**src/dcc_pkg.sv**
```systemverilog
// Behaviour
// Yield mode adds one idle cycle per store.
// Request start mode ignores the yield bit.
// Highest three-bit priority wins the bus.
// Equal priority: lowest channel number wins.
// Normal mode stops, clears channel-on at end.
// Circular request mode restarts index, stays on.
// Source address fixed or steps by width.
// Destination address fixed or steps by width.
// Immediate start, or wait for peripheral request.
// No interrupt while interrupt-enable bit is low.
// Width code selects one, two, four bytes.
// Channel-on enables; off means fully idle. The code first lets an item already in its load or store run to its end.
// Index equals item count after item: interrupt.
// Length value is items minus one.
// One grant per item, re-arbitrate after each.
package dcc_pkg;
    localparam int ADDR_W = 8;
    localparam int IDX_W = 16;
    localparam int PRIO_W = 3;
    localparam int NUM_EV = 2;
    localparam logic [ADDR_W-1:0] OFF_CTRL = 8'h00;
    localparam logic [ADDR_W-1:0] OFF_INDEX = 8'h04;
    localparam logic [ADDR_W-1:0] OFF_STAT = 8'h08;
    localparam logic [ADDR_W-1:0] OFF_CLR = 8'h0c;
    localparam logic [ADDR_W-1:0] OFF_IEN = 8'h10;
    localparam int B_ON = 0;
    localparam int F_WIDTH = 1;
    localparam int B_IRQEN = 3;
    localparam int B_REQ = 4;
    localparam int B_DINC = 5;
    localparam int B_SINC = 6;
    localparam int B_CIRC = 7;
    localparam int F_PRIO = 8;
    localparam int B_YIELD = 11;
    localparam int B_EDGE = 13;
    localparam int EV_MATCH = 0;
    localparam int EV_DONE = 1;
    localparam logic [15:0] CTRL_MASK = 16'h3fff;
    localparam logic [15:0] CTRL_RST = 16'h0000;
    localparam logic [1:0] WID_BYTE = 2'h0;
    localparam logic [1:0] WID_HALF = 2'h1;
    localparam logic [1:0] WID_WORD = 2'h2;
    localparam logic [1:0] RESP_OKAY = 2'h0;
    localparam logic [1:0] RESP_SLVERR = 2'h2;
    typedef enum logic [4:0] {
        ST_IDLE = 5'h01,
        ST_WAIT = 5'h02,
        ST_RD = 5'h04,
        ST_WR = 5'h08,
        ST_GAP = 5'h10
    } dcc_state_t;
endpackage

```
**src/dcc_channel.sv**
```systemverilog
// Local design decisions: the placing of the registers and register access over AXI4-Lite.
`timescale 1ns/1ns
module dcc_channel #(
    parameter int NUM_CH = 4,
    parameter int CH_ID = 0
) (
    input wire logic aclk, // System clock.
    input wire logic aresetn, // Synchronous reset, active low.
    input wire logic awvalid, // Write address valid.
    output logic awready, // Write address ready.
    input wire logic [dcc_pkg::ADDR_W-1:0] awaddr, // Write byte address.
    input wire logic wvalid, // Write data valid.
    output logic wready, // Write data ready.
    input wire logic [31:0] wdata, // Write data.
    input wire logic [3:0] wstrb, // Write byte strobes.
    output logic bvalid, // Write response valid.
    input wire logic bready, // Write response ready.
    output logic [1:0] bresp, // Write response code.
    input wire logic arvalid, // Read address valid.
    output logic arready, // Read address ready.
    input wire logic [dcc_pkg::ADDR_W-1:0] araddr, // Read byte address.
    output logic rvalid, // Read data valid.
    input wire logic rready, // Read data ready.
    output logic [31:0] rdata, // Read data.
    output logic [1:0] rresp, // Read response code.
    input wire logic [31:0] src_start_i, // Source start address.
    input wire logic [31:0] dst_start_i, // Destination start address.
    input wire logic [dcc_pkg::IDX_W-1:0] transfer_length_i, // Items minus one.
    input wire logic [dcc_pkg::IDX_W-1:0] irq_item_count_i, // Index for count interrupt.
    output logic [dcc_pkg::IDX_W-1:0] item_index_o, // Current item index.
    input wire logic dreq_i, // Selected peripheral request.
    input wire logic [NUM_CH-1:0] peer_req_i, // Bus requests of all channels.
    input wire logic [dcc_pkg::PRIO_W*NUM_CH-1:0] peer_prio_i, // Their priorities.
    output logic bus_request_o, // This channel competes now.
    output logic [dcc_pkg::PRIO_W-1:0] channel_priority_o, // This channel's priority.
    output logic mem_valid_o, // Bus access request.
    output logic mem_write_o, // Access is a store.
    output logic [31:0] mem_addr_o, // Access byte address.
    output logic [1:0] mem_size_o, // Access width code.
    output logic [31:0] mem_wdata_o, // Store data.
    input wire logic mem_ready_i, // Access completes.
    input wire logic [31:0] mem_rdata_i, // Load data.
    output logic irq_o // Interrupt, level, active high.
);
    if (NUM_CH < 1 || CH_ID < 0 || CH_ID >= NUM_CH) begin : g_chk
        $error("dcc_channel: CH_ID must lie in 0 to NUM_CH-1");
    end

    logic awv_q, awv_d, wv_q, wv_d, bv_q, bv_d, rv_q, rv_d;
    logic [dcc_pkg::ADDR_W-1:0] aw_q, aw_d;
    logic [31:0] w_q, w_d, rd_q, rd_d;
    logic [3:0] ws_q, ws_d;
    logic [1:0] br_q, br_d, rr_q, rr_d;
    logic do_wr, wr_ctrl, wr_clr, wr_ien;
    logic [15:0] ctrl_wv;
    logic [31:0] rd_val;
    logic rd_err;

    logic [15:0] ctrl_q, ctrl_d;
    dcc_pkg::dcc_state_t state_q, state_d;
    logic [dcc_pkg::IDX_W-1:0] idx_q, idx_d;
    logic [dcc_pkg::NUM_EV-1:0] sts_q, sts_d, ien_q, ien_d, ev;
    logic pend_q, pend_d, dprev_q, mv_q, mv_d, mw_q, mw_d;
    logic [31:0] data_q, data_d, ma_q, ma_d;
    logic [1:0] width_code, shf;
    logic [dcc_pkg::PRIO_W-1:0] prio;
    logic [NUM_CH-1:0] lose_hi, lose_eq;
    logic win, go, last, wr_done, circ_ok, yield;
    logic [31:0] ioff, src_addr, dst_addr;

    assign awready = !awv_q;
    assign wready = !wv_q;
    assign arready = !rv_q;
    assign bvalid = bv_q;
    assign bresp = br_q;
    assign rvalid = rv_q;
    assign rdata = rd_q;
    assign rresp = rr_q;
    assign do_wr = awv_q && wv_q && !bv_q;
    assign wr_ctrl = do_wr && aw_q == dcc_pkg::OFF_CTRL;
    assign wr_clr = do_wr && aw_q == dcc_pkg::OFF_CLR && ws_q[0];
    assign wr_ien = do_wr && aw_q == dcc_pkg::OFF_IEN && ws_q[0];

    always_comb begin
        ctrl_wv = ctrl_q;
        if (ws_q[0]) begin
            ctrl_wv[7:0] = w_q[7:0];
        end
        if (ws_q[1]) begin
            ctrl_wv[15:8] = w_q[15:8];
        end
        ctrl_wv = ctrl_wv & dcc_pkg::CTRL_MASK;
    end

    always_comb begin
        rd_val = 32'h0000_0000;
        rd_err = 1'b0;
        case (araddr)
            dcc_pkg::OFF_CTRL: rd_val = {16'h0000, ctrl_q};
            dcc_pkg::OFF_INDEX: rd_val = {16'h0000, idx_q};
            dcc_pkg::OFF_STAT: rd_val = 32'(sts_q);
            dcc_pkg::OFF_CLR: rd_val = 32'h0000_0000;
            dcc_pkg::OFF_IEN: rd_val = 32'(ien_q);
            default: rd_err = 1'b1;
        endcase
    end

    always_comb begin
        awv_d = awv_q;
        aw_d = aw_q;
        wv_d = wv_q;
        w_d = w_q;
        ws_d = ws_q;
        bv_d = bv_q;
        br_d = br_q;
        rv_d = rv_q;
        rd_d = rd_q;
        rr_d = rr_q;
        if (awvalid && awready) begin
            awv_d = 1'b1;
            aw_d = awaddr;
        end
        if (wvalid && wready) begin
            wv_d = 1'b1;
            w_d = wdata;
            ws_d = wstrb;
        end
        if (bv_q && bready) begin
            bv_d = 1'b0;
        end
        if (do_wr) begin
            awv_d = 1'b0;
            wv_d = 1'b0;
            bv_d = 1'b1;
            br_d = (aw_q == dcc_pkg::OFF_CTRL || aw_q == dcc_pkg::OFF_CLR ||
                    aw_q == dcc_pkg::OFF_IEN) ? dcc_pkg::RESP_OKAY : dcc_pkg::RESP_SLVERR;
        end
        if (rv_q && rready) begin
            rv_d = 1'b0;
        end
        if (arvalid && arready) begin
            rv_d = 1'b1;
            rd_d = rd_val;
            rr_d = rd_err ? dcc_pkg::RESP_SLVERR : dcc_pkg::RESP_OKAY;
        end
    end

    always_ff @(posedge aclk) begin
        if (!aresetn) begin
            awv_q <= 1'b0;
            aw_q <= '0;
            wv_q <= 1'b0;
            w_q <= 32'h0000_0000;
            ws_q <= 4'h0;
            bv_q <= 1'b0;
            br_q <= dcc_pkg::RESP_OKAY;
            rv_q <= 1'b0;
            rd_q <= 32'h0000_0000;
            rr_q <= dcc_pkg::RESP_OKAY;
        end else begin
            awv_q <= awv_d;
            aw_q <= aw_d;
            wv_q <= wv_d;
            w_q <= w_d;
            ws_q <= ws_d;
            bv_q <= bv_d;
            br_q <= br_d;
            rv_q <= rv_d;
            rd_q <= rd_d;
            rr_q <= rr_d;
        end
    end

    // The reserved width code steps like a word so the address never stalls.
    assign width_code = ctrl_q[dcc_pkg::F_WIDTH+:2];
    assign shf = (width_code == 2'h3) ? dcc_pkg::WID_WORD : width_code;
    assign ioff = {16'h0000, idx_q} << shf;
    assign src_addr = src_start_i + (ctrl_q[dcc_pkg::B_SINC] ? ioff : 32'h0000_0000);
    assign dst_addr = dst_start_i + (ctrl_q[dcc_pkg::B_DINC] ? ioff : 32'h0000_0000);
    assign prio = ctrl_q[dcc_pkg::F_PRIO+:dcc_pkg::PRIO_W];

    always_comb begin
        lose_hi = '0;
        lose_eq = '0;
        for (int j = 0; j < NUM_CH; j++) begin
            if (j != CH_ID && peer_req_i[j]) begin
                lose_hi[j] = peer_prio_i[dcc_pkg::PRIO_W*j+:dcc_pkg::PRIO_W] > prio;
                lose_eq[j] = peer_prio_i[dcc_pkg::PRIO_W*j+:dcc_pkg::PRIO_W] == prio
                             && j < CH_ID;
            end
        end
    end

    assign win = !(|lose_hi) && !(|lose_eq);
    assign go = !ctrl_q[dcc_pkg::B_REQ] ||
                (ctrl_q[dcc_pkg::B_EDGE] ? pend_q : dreq_i);
    assign last = idx_q == transfer_length_i;
    assign wr_done = state_q == dcc_pkg::ST_WR && mem_ready_i;
    assign circ_ok = ctrl_q[dcc_pkg::B_CIRC] && ctrl_q[dcc_pkg::B_REQ];
    assign yield = ctrl_q[dcc_pkg::B_YIELD] && !ctrl_q[dcc_pkg::B_REQ];

    always_comb begin
        ctrl_d = ctrl_q;
        state_d = state_q;
        idx_d = idx_q;
        ien_d = ien_q;
        pend_d = pend_q || (dreq_i && !dprev_q);
        data_d = data_q;
        mv_d = mv_q;
        mw_d = mw_q;
        ma_d = ma_q;
        ev = '0;
        case (state_q)
            dcc_pkg::ST_IDLE: begin
                mv_d = 1'b0;
                pend_d = 1'b0;
                if (ctrl_q[dcc_pkg::B_ON]) begin
                    idx_d = '0;
                    state_d = dcc_pkg::ST_WAIT;
                end
            end
            dcc_pkg::ST_WAIT: begin
                if (!ctrl_q[dcc_pkg::B_ON]) begin
                    state_d = dcc_pkg::ST_IDLE;
                end else if (go && win) begin
                    state_d = dcc_pkg::ST_RD;
                    mv_d = 1'b1;
                    mw_d = 1'b0;
                    ma_d = src_addr;
                    // A fresh request edge in the start cycle is kept for the next item.
                    pend_d = dreq_i && !dprev_q;
                end
            end
            dcc_pkg::ST_RD: begin
                if (mem_ready_i) begin
                    data_d = mem_rdata_i;
                    mw_d = 1'b1;
                    ma_d = dst_addr;
                    state_d = dcc_pkg::ST_WR;
                end
            end
            dcc_pkg::ST_WR: begin
                if (mem_ready_i) begin
                    mv_d = 1'b0;
                    mw_d = 1'b0;
                    // Compared before the index moves on.
                    ev[dcc_pkg::EV_MATCH] = idx_q == irq_item_count_i;
                    state_d = yield ? dcc_pkg::ST_GAP : dcc_pkg::ST_WAIT;
                    if (last) begin
                        idx_d = '0;
                        ev[dcc_pkg::EV_DONE] = 1'b1;
                        if (!circ_ok) begin
                            ctrl_d[dcc_pkg::B_ON] = 1'b0;
                            state_d = dcc_pkg::ST_IDLE;
                        end
                    end else begin
                        idx_d = idx_q + 1'b1;
                    end
                end
            end
            dcc_pkg::ST_GAP: state_d = dcc_pkg::ST_WAIT;
            default: state_d = dcc_pkg::ST_IDLE;
        endcase
        // A software write of channel-on wins over the end-of-transfer clear.
        if (wr_ctrl) begin
            ctrl_d = ctrl_wv;
        end
        if (wr_ien) begin
            ien_d = w_q[dcc_pkg::NUM_EV-1:0];
        end
        sts_d = wr_clr ? (sts_q & ~w_q[dcc_pkg::NUM_EV-1:0]) : sts_q;
        if (ctrl_q[dcc_pkg::B_IRQEN]) begin
            sts_d = sts_d | ev;
        end
    end

    always_ff @(posedge aclk) begin
        if (!aresetn) begin
            ctrl_q <= dcc_pkg::CTRL_RST;
            state_q <= dcc_pkg::ST_IDLE;
            idx_q <= '0;
            sts_q <= '0;
            ien_q <= '0;
            pend_q <= 1'b0;
            dprev_q <= 1'b0;
            data_q <= 32'h0000_0000;
            mv_q <= 1'b0;
            mw_q <= 1'b0;
            ma_q <= 32'h0000_0000;
        end else begin
            ctrl_q <= ctrl_d;
            state_q <= state_d;
            idx_q <= idx_d;
            sts_q <= sts_d;
            ien_q <= ien_d;
            pend_q <= pend_d;
            dprev_q <= dreq_i;
            data_q <= data_d;
            mv_q <= mv_d;
            mw_q <= mw_d;
            ma_q <= ma_d;
        end
    end

    assign item_index_o = idx_q;
    assign bus_request_o = state_q == dcc_pkg::ST_WAIT && ctrl_q[dcc_pkg::B_ON] && go;
    assign channel_priority_o = prio;
    assign mem_valid_o = mv_q;
    assign mem_write_o = mw_q;
    assign mem_addr_o = ma_q;
    assign mem_size_o = width_code;
    assign mem_wdata_o = data_q;
    assign irq_o = |(sts_q & ien_q);
endmodule

```
**config.mk**
```make
export PLATFORM = sky130hd
export DESIGN_NAME = dcc_channel
export DESIGN_NICKNAME = d
export VERILOG_FILES = /design/src/dcc_pkg.sv /design/src/dcc_channel.sv
export SDC_FILE = /design/constraint.sdc
export NUM_CORES = 1
export LEC_CHECK = 0
export BUFFER_PORTS_ARGS = -buffer_cell sky130_fd_sc_hd__buf_2
export CAP_MARGIN = 20
export CORE_MARGIN = 4
export CORE_UTILIZATION = 56
export CTS_CLUSTER_SIZE = 16
export DETAILED_ROUTE_END_ITERATION = 16
export PLACE_DENSITY = 0.88
export RECOVER_POWER = 100
export SLEW_MARGIN = 20
export SYNTH_ARGS = -nofsm -noshare
export SYNTH_HDL_FRONTEND = slang
export SYNTH_SLANG_ARGS = --single-unit
```
**constraint.sdc**
```tcl
create_clock -name aclk -period 10 [get_ports aclk]
set_input_delay 0.5 -clock aclk [delete_from_list [all_inputs] [get_ports aclk]]
set_output_delay 0.5 -clock aclk [all_outputs]
set_load 0.01 [all_outputs]
```
==> impl_metrics.ini, run 1 <==
[run_status]
status = complete, but fails checks
violations = max-capacitance violations, max-slew violations

[place]
hpwl_mm = 22.8
gp_congestion = 0.992
pre_cts_slack_ns = 5.69
numPortBuffers = 292
place_area_um2 = 11500

[clock_network]
htreeDepth = 4
post_cts_buffers = 0
tritoncts = yes
cts_resized = 0
cts_buffers = 17
clk_pin_slew_ns = 0.06
clkLatencyLatePin_ns = 0.42
clockRootBuffer = clkbuf_16
cts_hold_buf = 0
ctsLongestPathBuffers = 2
clock_sinks = 153

[floorplan]
rows = 49
dieArea_um2 = 20400
initial_core_util_pct = 56.8
design.core.area_um2 = 17900
io_pins = 335
die_width_um = 143
die_h_um = 143

[synthesis]
synth_top_area_cell = dfxtp_1
yosysSeqAreaShare_pct = 30.1
synth.avg_cell_area_um2 = 7.55
yosysTopAreaCellShare_pct = 30.1
ys_seq_elements = 153
async_flop_share_pct = 0
ys.flop_type = dfxtp_1
synth_area_um2 = 10200
synth_edf_count = 0
yosys-top-cells-area = dfxtp_1, nand2_1, a21oi_1
synth_cells = 1347
yosysWarnings = 0
yosys.cell_types.count = 72

[timing]
fin_worst_skew_ns = 0.0155
finalCritPeriodShare_pct = 50.3
postLayoutSetupSlackWorst_ns = 4.97
worstMarginPinSlew_ns = 3.36
totalNegativeSetupSlack_ns = 0
finalSetupViolCount = 0
rsz0062_at_grt = no
fin_crit_ns = 5.03
finalHoldViolations = 0
clock.fmax_mhz = 199
slew_headroom_pct = -124
maxSlewViolCount = 76

[global_routing]
gr-usage-all-layers_pct = 29.0
antenna_found_initial = 0
globalRoute.totalOverflow = 0
grt_pass1_wl_mm = 48.5
grt_max_degree = 76
grt_pass1_vias = 9875

[detailed_routing]
finalWirelength_mm = 31.1
wl_per_cell_um = 17.2
ant_nets = 0
via_count = 10800
viasPerCell = 5.94
drc_errors = 0
dr.pass1.iters = 6
drt_iter0_drc = 1015

[finish]
layout-drive-gt1-share_pct = 14.2
area_delta_synth_final_pct = 17.5
fill_cells = 1513
final_cell_mix = nand2_1, buf_2, dfxtp_1, nor2_1, a21oi_1
final_common_cell = nand2_1
postLayoutCellArea_um2 = 12000
nets = 1829

[critical_path]
worst-path-max-fanout = 75
crit_path_start_kind = primary input
crit_type = primary input to flop
r2r_cells = 12
arrival_ns = 5.33
r2r-end = mem_addr_o[30]$_SDFFE_PN0P_
r2r_setup_slack_ns = 5.12
worst_r2r_startpoint = ctrl_q[1]$_SDFFE_PN0P_
crit_path_end_kind = flop
critPathRequiredTime_ns = 10.30

[worst_hold_path]
min_path_type = primary input to flop
worstHoldEndpoint = rvalid$_SDFFE_PN0P_
worstHoldPathCells = 2
hp-start = rready

[power_and_ir_drop]
peakVddDrop_uv = 124
power_mw = 1.42
power_per_cell_area_nw_per_um2 = 118
leakage_nw = 4.85

[flow_run]
cap_violations = 1
-- registers in the layout (all words and copies together) (netlist names), 2 cells and up --
signal,cells
aw_q,8
ctrl_q,14
ien_q,2
item_index_o,16
mem_addr_o,32
mem_wdata_o,32
rdata,16
state_q,5
sts_q,2
w_q,14
ws_q,2
-- synthesized netlist by cell type (15+ instances only) --
library cell and number:
a21oi_1 137, nand4_1 21, nor3_1 28, buf_4 23, inv_1 21, o21ai_0 68
nand2_1 184, xnor2_1 57, dfxtp_1 153, a31oi_1 17, ha_1 48, nor2b_1 44
nand3_1 38, clkbuf_1 68, mux2i_1 42, a21o_1 15, nor2_1 138, and3_1 25
xor2_1 24
-- metrics by stage --
| step | utilization, % | instances | hold slack [ns] |
|---|---|---|---|
| floorplan | - | 1366 | 0.432 |
| global placement | 64.5 | 1784 | 0.439 |
| detailed placement | 64.5 | 1784 | 0.443 |
| CTS | 67.7 | 1814 | 0.261 |
| global route | 66.8 | 1814 | 0.275 |
| finish | 66.8 | 1815 | 0.264 |
-- layout make-up --
class | instances | area (µm²) | share of cell area, %
multi-input cells | 1079 | 6580 | 55.0
well taps | 229 | 287 | 2.40
clock inverters | 12 | 140 | 1.17
clock buffers | 18 | 429 | 3.59
inverters | 22 | 83.8 | 0.701
diodes | 1 | 2.50 | 0.0209
repair buffers | 301 | 1380 | 11.5
flip-flops and latches | 153 | 3060 | 25.6
-- per-layer routing --
layer	GRT usage (%)	share of wire (%)	up-vias
met5	0	0	-
met4	10.3	3.0	0
met3	6.03	9.0	96
met2	47.8	47	558
met1	37.8	41	4957
li1	-	-	5175
-- critical path, stage by stage --
cell	delay, ns
clkbuf_1	1.03
clkinvlp_2	1.57
clkbuf_1	1.49
a211oi_1	0.68
-- worst max path at each step --
stage | slack, ns | to | from | cells past startpoint
after floorplan | 6.44 | mem_addr_o[30]$_SDFFE_PN0P_ | ctrl_q[1]$_SDFFE_PN0P_ | 15
after global placement | 5.83 | mem_addr_o[20]$_SDFFE_PN0P_ | ctrl_q[1]$_SDFFE_PN0P_ | 12
after detailed placement | 5.69 | mem_addr_o[20]$_SDFFE_PN0P_ | ctrl_q[1]$_SDFFE_PN0P_ | 12
after CTS | 5.63 | mem_addr_o[30]$_SDFFE_PN0P_ | ctrl_q[1]$_SDFFE_PN0P_ | 12
after global routing | 4.47 | rvalid$_SDFFE_PN0P_ | aresetn | 4
final | 4.97 | rvalid$_SDFFE_PN0P_ | aresetn | 4
-- power by group --
group	total [mW]	internal [mW]	switching (mW)	leakage, nW
clock network	0.643	0.370	0.274	0.276
logic	0.149	0.0628	0.0860	3.33
registers	0.623	0.617	0.00577	1.24
-- logic make-up (layout without fill, tap and decap cells) --
| logic type | Yosys count | after routing | synth area share, % |
|---|---|---|---|
| and+or+nand+nor | 540 | 540 | 25.0 |
| muxes | 42 | 42 | 4.13 |
| DFF | 153 | 153 | 30.1 |
| other | 1 | 21 | 0.0369 |
| xor gates and xnor gates | 81 | 81 | 6.97 |
| buffers and inverters | 134 | 353 | 6.05 |
| adders and majority gates | 51 | 51 | 6.39 |
| AOI/OAI and AO/OA | 345 | 345 | 21.3 |
Power figures use the tool's default switching activity.
==> inputs of run 2 (changes only) <==
--- a/config.mk
+++ b/config.mk
@@ -5,13 +5,14 @@
 export SDC_FILE = /design/constraint.sdc
 export NUM_CORES = 1
 export LEC_CHECK = 0
+export ABC_AREA = 1
 export BUFFER_PORTS_ARGS = -buffer_cell sky130_fd_sc_hd__buf_2
 export CAP_MARGIN = 20
 export CORE_MARGIN = 4
-export CORE_UTILIZATION = 56
+export CORE_UTILIZATION = 53
 export CTS_CLUSTER_SIZE = 16
 export DETAILED_ROUTE_END_ITERATION = 16
-export PLACE_DENSITY = 0.88
+export PLACE_DENSITY = 0.82
 export RECOVER_POWER = 100
 export SLEW_MARGIN = 20
 export SYNTH_ARGS = -nofsm -noshare
==> constraint.sdc (replaced) <==
create_clock -name aclk -period 4.9 [get_ports aclk]
set_input_delay 0.245 -clock aclk [delete_from_list [all_inputs] [get_ports aclk]]
set_output_delay 0.245 -clock aclk [all_outputs]
set_load 0.01 [all_outputs]
==> run 2 against run 1 <==
Critical path type is now flop to flop. Sequential share of layout area shrank 2.7 points. Sequential power up 110%. Synthesized area increased by 12%. Clock skew is essentially flat. Global-route usage rose by 2.2 points. Flip-flop and latch count did not move. Synthesized cell count increased by 45%. Non-clock buffer count unchanged. Critical path depth rose by 4. Utilization down 3.7 points. Combinational power rose to 4.0 times the previous value. The run still ends with max-capacitance violations, max-slew violations left. Highest routed layer is now met5.
==> impl_metrics.ini, run 2 <==
[run_status]
status = complete, but fails checks
violations = max-capacitance violations, max-slew violations

[detailed_routing]
drt_iter0_drc = 1247
via_count = 13400
drc_errors = 0
viasPerCell = 5.38
wl_per_cell_um = 15.6
dr.pass1.iters = 6
ant_nets = 0
finalWirelength_mm = 38.8

[power_and_ir_drop]
combinationalPowerShare_pct = 18.2
p_int_mw = 2.23
clkPwrFrac_pct = 41.6
p_seq_share_pct = 40.2
power_per_cell_area_nw_per_um2 = 248
power_switching_mw = 1.08
peakVddDrop_uv = 202
p_sw_share_pct = 32.6
leakage_nw = 6.52

[timing]
finalHoldViolations = 0
finalCritPeriodShare_pct = 86.0
whs_ns = 0.0240
clock.fmax_mhz = 237
slew_headroom_pct = -82.9
fin_crit_ns = 4.21
maxSlewViolCount = 102
finalSetupViolCount = 0
fin_worst_skew_ns = 0.0154
totalNegativeSetupSlack_ns = 0
worstMarginPinSlew_ns = 2.74
rsz0062_at_grt = no

[synthesis]
synth_edf_count = 0
muxShareOfSynthArea_pct = 0.0875
synth_top_area_cell = dfxtp_1
synth_compound_area_share_pct = 13.8
yosysSeqAreaShare_pct = 26.8
synth_common_cells = nand2_1, inv_1, nor2_1, nand3_1, dfxtp_1
synth.most_common_cell = nand2_1
synth_top_family_by_area = simple AND/OR/NAND/NOR gates
yosysWarnings = 0
synth_fa_ha_area_share_pct = 5.60
synth_cells = 1953
ys.flop_type = dfxtp_1
synth_area_um2 = 11400
async_flop_share_pct = 0
synth.avg_cell_area_um2 = 5.86
synth-xor-area-share_pct = 2.07
yosys-top-cells-area = dfxtp_1, nand2_1, inv_1
ys_seq_elements = 153
synthSimpleGateAreaFrac_pct = 38.5
yosysTopAreaCellShare_pct = 26.8
yosys.cell_types.count = 46

[global_routing]
grt_pass1_vias = 12400
antenna_found_initial = 2
grt_max_degree = 71
gr-usage-all-layers_pct = 31.2
globalRoute.totalOverflow = 0
grt_pass1_wl_mm = 61.0

[finish]
final_common_cell = nand2_1
fill_cells = 2126
multiInputGateArea_um2 = 6930
final_cell_mix = nand2_1, inv_1, nor2_1, buf_2, nand3_1
diodes = 0
utilization_pct = 63.1
nets = 2454
ff_latch_area_um2 = 3060
layout-drive-gt1-share_pct = 10.6
postLayoutCellArea_um2 = 13400
area_delta_synth_final_pct = 16.6

[critical_path]
slowest_delay_ns = 1.03
arrival_ns = 4.56
crit_path_end_kind = flop
crit_path_start_kind = flop
critPathBufInv = 4
worst-path-max-fanout = 32
path_cells = nor2_1 -> nand4_2 -> clkbuf_1 -> inv_1 -> clkbuf_1 -> clkbuf_2 -> nand3_1 -> a21oi_1
critPathRequiredTime_ns = 5.25
worst_path_most_repeated_cell = clkbuf_1
crit_type = flop to flop
crit_path_top_delay_cell = clkbuf_1
path_delay_family = buffers and inverters

[place]
place_area_um2 = 12900
gp_congestion = 0.977
numPortBuffers = 292
hpwl_mm = 30.6

[floorplan]
io_pins = 335
rows = 53
die_width_um = 155
design.core.area_um2 = 21200
die_h_um = 155
dieArea_um2 = 24000
initial_core_util_pct = 54.1

[clock_network]
cts_buffers = 17
cts_resized = 0
ctsLongestPathBuffers = 2
post_cts_buffers = 0
clock_sinks = 153
tritoncts = yes
clk_pin_slew_ns = 0.07
clkLatencyLatePin_ns = 0.44
htreeDepth = 4
cts_hold_buf = 0
clockRootBuffer = clkbuf_16

[flow_run]
cap_violations = 2

[worst_hold_path]
min_path_type = primary input to flop
run 2: cell count changes after synthesis, moves of 23 or more:
cell      delta
nand2_1    +372
inv_1      +246
nand3_1    +122
nor2_1     +122
o21ai_0     +54
xnor2_1     -52
nor2b_1     -44
mux2i_1     -41
clkbuf_1    -27
and3_1      -23
run 2: path summary, 6_finish.rpt:
check,start,to,cells past startpoint,slack (ns)
worst max-delay path,state_q[0]$_SDFFE_PN1P_,mem_wdata_o[25]$_SDFFE_PN0P_,8,0.69
worst min-delay path,dreq_i,dprev_q$_SDFF_PN0_,3,0.02
worst max register to register,state_q[0]$_SDFFE_PN1P_,mem_wdata_o[25]$_SDFFE_PN0P_,8,0.69
worst min register to register,mem_valid_o$_SDFFE_PN0P_,mem_valid_o$_SDFFE_PN0P_,2,0.45
run 2: per-layer routing:
layer	wire length (µm)	track usage, %	up-vias
li1	-	-	6669
met1	15500	38.4	5978
met2	18200	53.5	611
met3	3310	5.67	113
met4	1740	13.1	4
met5	27	0	-
run 2: cells by family (layout without fill, tap and decap cells):
group / Yosys count / in the layout
xor gates and xnor gates: 27 / 27
adders and majority gates: 50 / 50
AOI/OAI and AO/OA: 301 / 301
other: 1 / 20
and+or+nand+nor: 1056 / 1056
DFF: 153 / 153
muxes: 1 / 1
buffers and inverters: 364 / 604
run 2: cell type report:
cell class                      instances  share of cell area, %
Clock inverter                         15                   1.46
Sequential cell                       153                   22.9
Clock buffer                           17                   3.19
Inverter                              271                   7.62
Tap cell                              275                   2.58
Multi-Input combinational cell       1455                   51.9
Timing Repair Buffer                  301                   10.3
run 2: power by group through the flow:
| stage | sequential, mW | combinational [mW] | clock, mW |
|---|---|---|---|
| final | 1.33 | 0.603 | 1.38 |
| after floorplan | 1.35 | 0.405 | 0 |
| after detailed placement | 1.36 | 0.603 | 0 |
| after global routing | 1.34 | 0.681 | 1.45 |
| after CTS | 1.33 | 0.607 | 1.39 |
| after global placement | 1.36 | 0.592 | 0 |
run 2: tightest hold or removal path, cell delays in order:
cell     delay (ns)
buf_2          0.09
nand2_1        0.04
inv_1          0.04
run 2: stage by stage:
| step | setup WS [ns] | cells | power (mW) |
|---|---|---|---|
| finish | 0.687 | 2487 | 3.31 |
| global route | 0.391 | 2487 | 3.46 |
| CTS | 1.14 | 2487 | 3.33 |
| detailed placement | 1.16 | 2455 | 1.96 |
| global placement | 1.30 | 2455 | 1.95 |
| floorplan | 2.23 | 1972 | 1.76 |
